`config.mk`:
```
export PLATFORM = sky130hd
export DESIGN_NAME = t2_timer
export DESIGN_NICKNAME = d
export VERILOG_FILES = /design/src/rtl/t2_pkg.sv /design/src/rtl/t2_timer.sv
export VERILOG_INCLUDE_DIRS = /design/src /design/src/rtl
export SDC_FILE = /design/constraint.sdc
export NUM_CORES = 1
export LEC_CHECK = 0
export ABC_AREA = 1
export BUFFER_PORTS_ARGS = -buffer_cell sky130_fd_sc_hd__buf_2
export CAP_MARGIN = 20
export CORE_ASPECT_RATIO = 1.75
export CORE_UTILIZATION = 25
export DETAILED_ROUTE_END_ITERATION = 10
export PLACE_DENSITY = 0.52
export SETUP_SLACK_MARGIN = 0.4
export SLEW_MARGIN = 30
export SYNTH_ARGS = -nofsm -noshare
export SYNTH_HDL_FRONTEND = slang
export SYNTH_SLANG_ARGS = --single-unit
```
`constraint.sdc`:
```
create_clock -name clk -period 2 [get_ports clk]
set_clock_uncertainty 0.15 [all_clocks]
set_input_delay 0.6 -clock clk [delete_from_list [all_inputs] [get_ports clk]]
set_output_delay 0.6 -clock clk [all_outputs]
set_load 0.02 [all_outputs]
```
`src/rtl/t2_regs.svh`:
```
// register indices, field positions, reset values and timing counts
`ifndef T2_REGS_SVH
`define T2_REGS_SVH

// register indices; byte address on the bus is four times the index
`define T2_IDX_TCON 8'h88
`define T2_IDX_TMOD 8'h89
`define T2_IDX_T1LO 8'h8b
`define T2_IDX_T1HI 8'h8d
`define T2_IDX_IE 8'ha8
`define T2_IDX_PRIO 8'hb8
`define T2_IDX_CTRL 8'hc8
`define T2_IDX_RLO 8'hca
`define T2_IDX_RHI 8'hcb
`define T2_IDX_CNTL 8'hcc
`define T2_IDX_CNTH 8'hcd

// timer2_control fields
`define T2_CON_OVF 7
`define T2_CON_TRGF 6
`define T2_CON_RXSEL 5
`define T2_CON_TXSEL 4
`define T2_CON_TRGEN 3
`define T2_CON_RUN 2
`define T2_CON_CSEL 1
`define T2_CON_CAPSEL 0

// timer1 fields in the timer configuration and mode registers
`define T2_TCON_OVF 7
`define T2_TCON_RUN 6
`define T2_TMOD_M1 5
`define T2_TMOD_M0 4

// interrupt enable and priority fields
`define T2_IE_ALL 7
`define T2_IE_OWN 5
`define T2_PRIO_HI 5
`define T2_IE_MASK 8'hbf
`define T2_PRIO_MASK 8'h3f

// reset values
`define T2_RST_BYTE 8'h00
`define T2_RST_CNT 16'h0000

// internal count tick: one per this many system clocks
`define T2_TICK_DIV 12
// interrupt delivery figures
`define T2_VECTOR 8'h2b
`define T2_NAT_PRIO 4'h6

`endif

```
`src/rtl/t2_pkg.sv`:
```
// types shared by the timer2 block
package t2_pkg;

  // timer2 operating mode, decoded from control bits
  typedef enum logic [1:0] {
    T2M_OFF,
    T2M_RELOAD,
    T2M_CAPTURE,
    T2M_BAUD
  } t2_mode_t;

  // timer1 mode field
  typedef enum logic [1:0] {
    T1M_13BIT,
    T1M_16BIT,
    T1M_RELOAD8,
    T1M_HOLD
  } t2_t1_mode_t;

endpackage

```
`src/rtl/t2_timer.sv`:
```
// timer2 capture/reload/baud block with timer1 modes 2 and 3
//
// The Avalon-MM slave port was left to the implementer.
`timescale 1ns/1ps
`include "t2_regs.svh"
module t2_timer
  import t2_pkg::*;
#(
  parameter int TICK_DIV = `T2_TICK_DIV
) (
  input wire logic clk,
  input wire logic sys_rst,
  input wire logic [9:0] avs_address,
  input wire logic avs_read,
  input wire logic avs_write,
  input wire logic [31:0] avs_writedata,
  input wire logic [3:0] avs_byteenable,
  output logic [31:0] avs_readdata,
  output logic avs_waitrequest,
  input wire logic event_count_input,
  input wire logic capture_reload_trigger,
  output logic uart_rx_clk_pulse,
  output logic uart_tx_clk_pulse,
  output logic timer1_overflow_pulse,
  output logic timer2_irq_req,
  output logic timer2_irq_high_priority,
  output logic [7:0] timer2_irq_vector,
  output logic [3:0] timer2_natural_priority
);

  // the prescaler counter is eight bits wide
  if (TICK_DIV < 1 || TICK_DIV > 256) begin : g_bad_div
    $error("TICK_DIV must lie in 1..256");
  end

  // word-aligned index match, shared by every decode
  function automatic logic hit(
    input logic [9:0] addr,
    input logic [7:0] idx
  );
    return (addr[9:2] == idx) && (addr[1:0] == 2'b00);
  endfunction

  // timer2 mode from run, uart selects and capture select
  function automatic t2_mode_t t2_decode(
    input logic run,
    input logic baud,
    input logic cprl
  );
    t2_mode_t m;
    if (!run) begin
      m = T2M_OFF;
    end else if (baud) begin
      m = T2M_BAUD;
    end else if (cprl) begin
      m = T2M_CAPTURE;
    end else begin
      m = T2M_RELOAD;
    end
    return m;
  endfunction

  logic [7:0] pre_cnt;
  logic tick;
  logic [2:0] ev_sync;
  logic [2:0] tr_sync;
  logic ev_fall;
  logic tr_fall;
  logic ack;
  logic req;
  logic wr_go;
  logic [7:0] wd;
  logic [7:0] rd_byte;
  logic [7:0] ie_r;
  logic [7:0] prio_r;
  logic [7:0] tmod_r;
  logic [7:0] t1_lo;
  logic [7:0] t1_hi;
  logic t1_flag;
  logic t1_go;
  logic t1_run;
  logic t1_ovf;
  t2_t1_mode_t t1_mode;
  logic ovf_flag;
  logic trg_flag;
  logic [5:0] t2_cfg;
  logic [15:0] cnt;
  logic [15:0] rld;
  logic [15:0] next_cnt;
  logic baud;
  t2_mode_t t2_mode;
  logic t2_tick;
  logic t2_ovf;
  logic trig;
  logic cap;

  // internal count tick as a one-cycle enable
  always_ff @(posedge clk) begin
    if (sys_rst) begin
      pre_cnt <= 8'h00;
      tick <= 1'b0;
    end else if (pre_cnt == 8'(TICK_DIV - 1)) begin
      pre_cnt <= 8'h00;
      tick <= 1'b1;
    end else begin
      pre_cnt <= pre_cnt + 8'h01;
      tick <= 1'b0;
    end
  end

  // pin synchronisers; reset high so idle pins give no false fall
  always_ff @(posedge clk) begin
    if (sys_rst) begin
      ev_sync <= 3'h7;
      tr_sync <= 3'h7;
    end else begin
      ev_sync <= {ev_sync[1:0], event_count_input};
      tr_sync <= {tr_sync[1:0], capture_reload_trigger};
    end
  end

  // stage 0 is left to stage 1 only; falls compare stages 1 and 2
  assign ev_fall = ev_sync[2] & ~ev_sync[1];
  assign tr_fall = tr_sync[2] & ~tr_sync[1];

  // one wait cycle per access, readdata latched on the first
  assign req = avs_read | avs_write;
  assign avs_waitrequest = req & ~ack;
  assign wr_go = avs_write & ack & avs_byteenable[0];
  assign wd = avs_writedata[7:0];

  always_ff @(posedge clk) begin
    if (sys_rst) begin
      ack <= 1'b0;
    end else begin
      ack <= req & ~ack;
    end
  end

  // read mux; unmapped indices read zero
  always_comb begin
    rd_byte = 8'h00;
    if (hit(avs_address, `T2_IDX_TCON)) begin
      rd_byte = {t1_flag, t1_go, 6'h00};
    end else if (hit(avs_address, `T2_IDX_TMOD)) begin
      rd_byte = tmod_r;
    end else if (hit(avs_address, `T2_IDX_T1LO)) begin
      rd_byte = t1_lo;
    end else if (hit(avs_address, `T2_IDX_T1HI)) begin
      rd_byte = t1_hi;
    end else if (hit(avs_address, `T2_IDX_IE)) begin
      rd_byte = ie_r;
    end else if (hit(avs_address, `T2_IDX_PRIO)) begin
      rd_byte = prio_r;
    end else if (hit(avs_address, `T2_IDX_CTRL)) begin
      rd_byte = {ovf_flag, trg_flag, t2_cfg};
    end else if (hit(avs_address, `T2_IDX_RLO)) begin
      rd_byte = rld[7:0];
    end else if (hit(avs_address, `T2_IDX_RHI)) begin
      rd_byte = rld[15:8];
    end else if (hit(avs_address, `T2_IDX_CNTL)) begin
      rd_byte = cnt[7:0];
    end else if (hit(avs_address, `T2_IDX_CNTH)) begin
      rd_byte = cnt[15:8];
    end
  end

  always_ff @(posedge clk) begin
    if (sys_rst) begin
      avs_readdata <= 32'h0000_0000;
    end else if (avs_read & ~ack) begin
      avs_readdata <= {24'h00_0000, rd_byte};
    end
  end

  // plain control registers written by software
  always_ff @(posedge clk) begin
    if (sys_rst) begin
      ie_r <= `T2_RST_BYTE;
      prio_r <= `T2_RST_BYTE;
      tmod_r <= `T2_RST_BYTE;
      t1_go <= 1'b0;
      t2_cfg <= 6'h00;
    end else if (wr_go) begin
      if (hit(avs_address, `T2_IDX_IE)) begin
        ie_r <= wd & `T2_IE_MASK;
      end
      if (hit(avs_address, `T2_IDX_PRIO)) begin
        prio_r <= wd & `T2_PRIO_MASK;
      end
      if (hit(avs_address, `T2_IDX_TMOD)) begin
        tmod_r <= wd;
      end
      if (hit(avs_address, `T2_IDX_TCON)) begin
        t1_go <= wd[`T2_TCON_RUN];
      end
      if (hit(avs_address, `T2_IDX_CTRL)) begin
        t2_cfg <= wd[5:0];
      end
    end
  end

  // timer1: only the 8-bit reload mode counts in this block
  assign t1_mode = t2_t1_mode_t'(tmod_r[`T2_TMOD_M1:`T2_TMOD_M0]);
  // mode3 falls out here exactly like a cleared run bit
  assign t1_run = t1_go & tick & (t1_mode == T1M_RELOAD8);
  assign t1_ovf = t1_run & (t1_lo == 8'hff);

  // software byte write beats the count in the same cycle
  always_ff @(posedge clk) begin
    if (sys_rst) begin
      t1_lo <= `T2_RST_BYTE;
    end else if (wr_go && hit(avs_address, `T2_IDX_T1LO)) begin
      t1_lo <= wd;
    end else if (t1_ovf) begin
      t1_lo <= t1_hi;
    end else if (t1_run) begin
      t1_lo <= t1_lo + 8'h01;
    end
  end

  // high byte is only ever changed by software
  always_ff @(posedge clk) begin
    if (sys_rst) begin
      t1_hi <= `T2_RST_BYTE;
    end else if (wr_go && hit(avs_address, `T2_IDX_T1HI)) begin
      t1_hi <= wd;
    end
  end

  // timer1 flag: a hardware set wins over a software clear
  always_ff @(posedge clk) begin
    if (sys_rst) begin
      t1_flag <= 1'b0;
    end else if (t1_ovf) begin
      t1_flag <= 1'b1;
    end else if (wr_go && hit(avs_address, `T2_IDX_TCON)) begin
      t1_flag <= wd[`T2_TCON_OVF];
    end
  end

  // timer2 mode and count enable
  assign baud = t2_cfg[`T2_CON_RXSEL] | t2_cfg[`T2_CON_TXSEL];
  assign t2_mode = t2_decode(t2_cfg[`T2_CON_RUN], baud,
                             t2_cfg[`T2_CON_CAPSEL]);
  assign t2_tick = (t2_mode != T2M_OFF) &
                   (t2_cfg[`T2_CON_CSEL] ? ev_fall : tick);
  assign t2_ovf = t2_tick & (cnt == 16'hffff);
  assign trig = tr_fall & t2_cfg[`T2_CON_TRGEN];
  assign cap = trig & (t2_mode == T2M_CAPTURE);

  // next count from the mode
  always_comb begin
    next_cnt = cnt;
    unique case (t2_mode)
      T2M_OFF: begin
        next_cnt = cnt;
      end
      T2M_RELOAD: begin
        if (t2_ovf | trig) begin
          next_cnt = rld;
        end else if (t2_tick) begin
          next_cnt = cnt + 16'h0001;
        end
      end
      T2M_CAPTURE: begin
        // plain 16-bit wrap, the pair only takes captures
        if (t2_tick) begin
          next_cnt = cnt + 16'h0001;
        end
      end
      T2M_BAUD: begin
        // trigger edges never reload here, only overflow does
        if (t2_ovf) begin
          next_cnt = rld;
        end else if (t2_tick) begin
          next_cnt = cnt + 16'h0001;
        end
      end
    endcase
  end

  // count register; a software byte write overrides that byte
  always_ff @(posedge clk) begin
    if (sys_rst) begin
      cnt <= `T2_RST_CNT;
    end else begin
      cnt <= next_cnt;
      if (wr_go && hit(avs_address, `T2_IDX_CNTL)) begin
        cnt[7:0] <= wd;
      end
      if (wr_go && hit(avs_address, `T2_IDX_CNTH)) begin
        cnt[15:8] <= wd;
      end
    end
  end

  // reload pair; a capture beats a software write so no edge is lost
  always_ff @(posedge clk) begin
    if (sys_rst) begin
      rld <= `T2_RST_CNT;
    end else if (cap) begin
      rld <= cnt;
    end else if (wr_go) begin
      if (hit(avs_address, `T2_IDX_RLO)) begin
        rld[7:0] <= wd;
      end
      if (hit(avs_address, `T2_IDX_RHI)) begin
        rld[15:8] <= wd;
      end
    end
  end

  // overflow flag: set wins over clear, never set in baud mode
  always_ff @(posedge clk) begin
    if (sys_rst) begin
      ovf_flag <= 1'b0;
    end else if (t2_ovf & ~baud) begin
      ovf_flag <= 1'b1;
    end else if (wr_go && hit(avs_address, `T2_IDX_CTRL)) begin
      ovf_flag <= wd[`T2_CON_OVF];
    end
  end

  // trigger flag works in every mode and is cleared only by software
  always_ff @(posedge clk) begin
    if (sys_rst) begin
      trg_flag <= 1'b0;
    end else if (trig) begin
      trg_flag <= 1'b1;
    end else if (wr_go && hit(avs_address, `T2_IDX_CTRL)) begin
      trg_flag <= wd[`T2_CON_TRGF];
    end
  end

  // uart bit clocks and the timer1 overflow strobe
  always_ff @(posedge clk) begin
    if (sys_rst) begin
      uart_rx_clk_pulse <= 1'b0;
      uart_tx_clk_pulse <= 1'b0;
      timer1_overflow_pulse <= 1'b0;
    end else begin
      uart_rx_clk_pulse <= t2_cfg[`T2_CON_RXSEL] ? t2_ovf : t1_ovf;
      uart_tx_clk_pulse <= t2_cfg[`T2_CON_TXSEL] ? t2_ovf : t1_ovf;
      timer1_overflow_pulse <= t1_ovf;
    end
  end

  // interrupt request level; nothing here clears a flag on entry
  always_ff @(posedge clk) begin
    if (sys_rst) begin
      timer2_irq_req <= 1'b0;
    end else begin
      timer2_irq_req <= (ovf_flag | trg_flag) & ie_r[`T2_IE_OWN] &
                        ie_r[`T2_IE_ALL];
    end
  end

  // priority level and fixed delivery figures
  assign timer2_irq_high_priority = prio_r[`T2_PRIO_HI];
  assign timer2_irq_vector = `T2_VECTOR;
  assign timer2_natural_priority = `T2_NAT_PRIO;

endmodule

```
==> flow_summary.yaml <==
cells_and_area:
  stdcell_count: 1437
  antenna_cells: 0
  drive_above_1_share_pct: 45.1
  layout-area-overhead-vs-synth_pct: 64.9
  final_nets: 1179
timing:
  rsz0062_at_grt: "true"
  final_critical_path_setup_slack_ps: -11.9
  maxClockFrequency_ghz: 0.497
  period_share_pct: 101
  hold_viol_final: 0
  fin_setup_tns_ps: -15.0
  fin_worst_hold_slack_ps: 263
  timing.final.crit_period_ps: 2010
  setup-violations-final: 2
  slew_viol_final: 0
synth:
  synth_enable_flop_cells: 0
  netlist_area_mm2: 0.00609
  library_cell_with_the_highest_instance_count_after_synthesis: "nand2_1"
  synth.top_cells.by_count: "nand2_1, dfxtp_1, a21oi_1"
  postSynthAreaPerCell_um2: 6.60
  synth_warnings: 0
  synth_top_cell_by_area: "dfxtp_1"
  postSynth.asyncResetShare_pct: 0
  proportion_of_synthesized_chip_area_in_sequential_cells_pct: 35.2
  ys_dominant_reg_cell: "dfxtp_1"
  post_synth_num_cell_types: 40
  total_of_flip_flops_plus_latches_after_synthesis: 107
  post-synth-top-area-fraction_pct: 35.2
  ys_top_cells_by_area: "dfxtp_1, nand2_1, a21oi_1, nor2_1, inv_1"
  syn_inst: 923
cts:
  tritoncts: "done"
  cts_num_sinks: 107
  clk_root_buffer_cell: "clkbuf_16"
  number_of_clock_buffers_inserted_by_tritoncts: 9
  clock_insertion_delay_worst_skew_ps: 370
  clkSlewWorstSetupHoldPaths_ps: 80
  ctsLongestPathBuffers: 2
  ctsHtreeMaxLevel: 3
grt:
  antenna_found_initial: 0
  groute.usage.overall_pct: 20.1
  first_global_vias: 7045
  global_route.overflow_total: 0
  grt_start_max_net_pins: 44
  grt_first_pass_wirelength_mm: 37.7
run_status:
  failed_checks: "negative setup slack"
  status: "finished with violations"
setup_path:
  worstPathMaxFanout: 8
  arrival_ps: 2100
  setup.worst_path.end_class: "register"
  worstPathRequired_ps: 2090
  criticalPathCategory: "reg2reg"
  setup_crit_start_kind: "register"
die:
  ios: 102
  die_x_um: 120
  die_height_um: 208
  placeableCoreArea_mm2: 0.0239
  core_rows: 75
  die_area_mm2: 0.0250
  start_util_pct: 25.5
routing:
  drt-vias-per-instance: 4.93
  vias: 7087
  wire_per_inst_um: 17.4
  remaining_drc_errors: 0
  detail-route-antenna-nets: 0
  initialDrtViolationCount: 460
  wirelength_mm: 25.0
  first_pass_iters: 5
flow_run:
  drv.max_cap_violation_count: 0
place:
  place_congestion: 0.913
  placedCellCount: 1361
  port-buffer-count: 38
  place.detailed.hpwl_mm: 18.2
power_and_ir_drop:
  p_leak_nw: 4.04
  ir_drop_worst_case_vdd_mv: 0.409
  total_power_w: 0.00456
  power-per-cell-area_mw_per_mm2: 454
min_path:
  timing.hold.worst.class: "reg2reg"
critical path: stages, from the launching register on:
cell and delay [ps]:
dfxtp_2 390, nand2_1 110, nor3_4 220, nand3_1 170, o21ai_2 160, nand2_1 110
nand2_4 150, buf_12 140, o21ai_1 70, a21oi_1 170, nor2_1 50
final timing paths:
| kind | start | slack [ps] | end | cells past startpoint |
|---|---|---|---|---|
| max | cnt[12] | -10 | cnt[6] | 10 |
| max reg2reg | cnt[12] | -10 | cnt[6] | 10 |
| min reg2reg | tr_sync[0] | 260 | tr_sync[1] | 1 |
| min | tr_sync[0] | 260 | tr_sync[1] | 1 |
cell type report:
cell class / count / area [µm²]
clock inverters: 6 / 83.8
fillers: 2390 / 13900
multi-input cells: 686 / 4570
inverters: 108 / 538
repair inverters: 3 / 31.3
clock buffers: 10 / 229
repair buffers: 209 / 2030
well taps: 308 / 385
flip-flops and latches: 107 / 2170
report_power, final:
group	switching [W]	total, W	internal, W
combinational	0.000317	0.000486	0.000168
clock	0.000928	0.00193	0.00100
sequential	0.00000792	0.00215	0.00214
total	0.00125	0.00456	0.00331
cell usage in the layout (no fill, tap or decap), types with 11 or more instances in the layout:
cell type,count
nand2_1,128
buf_4,108
dfxtp_1,86
inv_1,80
nor2_1,79
buf_6,64
a21oi_1,61
a21oi_2,41
o21ai_2,40
conb_1,36
nand2_2,35
nand3_1,35
o21ai_1,29
nor2_4,21
dfxtp_2,19
xor2_1,17
o21ai_0,15
o22ai_1,14
nand2_4,13
nand2_8,13
buf_12,13
buf_2,13
nand4_1,12
nand3_2,11
nor2_2,11
timing repair:
item | 4_1_cts | 5_1_grt
endpoints found under the setup margin | 101 | 105
buffers inserted | 33 | 18
gates cloned | 9 | 0
resized for setup | 288 | 140
hold buffers | 0 | 0
pin swaps | 67 | 63
stage by stage:
stage	area (µm²)	worst slack (ps)	utilization (%)
after floorplan	6610	6.44	-
after global placement	7740	-430	32.4
after detailed placement	7740	-460	32.4
after CTS	9420	4.81	39.4
after global routing	10000	-109	42.0
final	10000	-11.9	42.0
state kept, by name (all words and copies together), names as in the netlist:
name,flops
ack,1
avs_readdata,8
cnt,16
ev_sync,3
ie_r,7
ovf_flag,1
pre_cnt,8
prio_r,6
rld,16
t1_flag,1
t1_go,1
t1_hi,8
t1_lo,8
t2_cfg,6
tick,1
timer1_overflow_pulse,1
timer2_irq_req,1
tmod_r,8
tr_sync,3
trg_flag,1
uart_rx_clk_pulse,1
uart_tx_clk_pulse,1
cells by family (layout without fill, tap and decap cells):
| kind of cell | after synthesis | in the layout | synth area share (%) |
|---|---|---|---|
| AO/OA/AOI/OAI | 230 | 230 | 20.2 |
| XOR/XNOR | 17 | 17 | 2.44 |
| adder cells (fa/ha/maj) | 3 | 3 | 0.616 |
| buffers and inverters | 167 | 336 | 13.1 |
| flip-flops | 107 | 107 | 35.2 |
| other | 2 | 36 | 0.123 |
| AND/OR/NAND/NOR | 397 | 400 | 28.4 |
metal layers:
metal	GRT usage (%)	vias up	share of wire, %
met5	0	-	0
met4	18.9	0	9.3
met3	1.97	102	2.9
met2	38.1	233	55
met1	18.0	3362	33
li1	-	3390	-
Note: power is estimated with default switching activity, not from simulation.
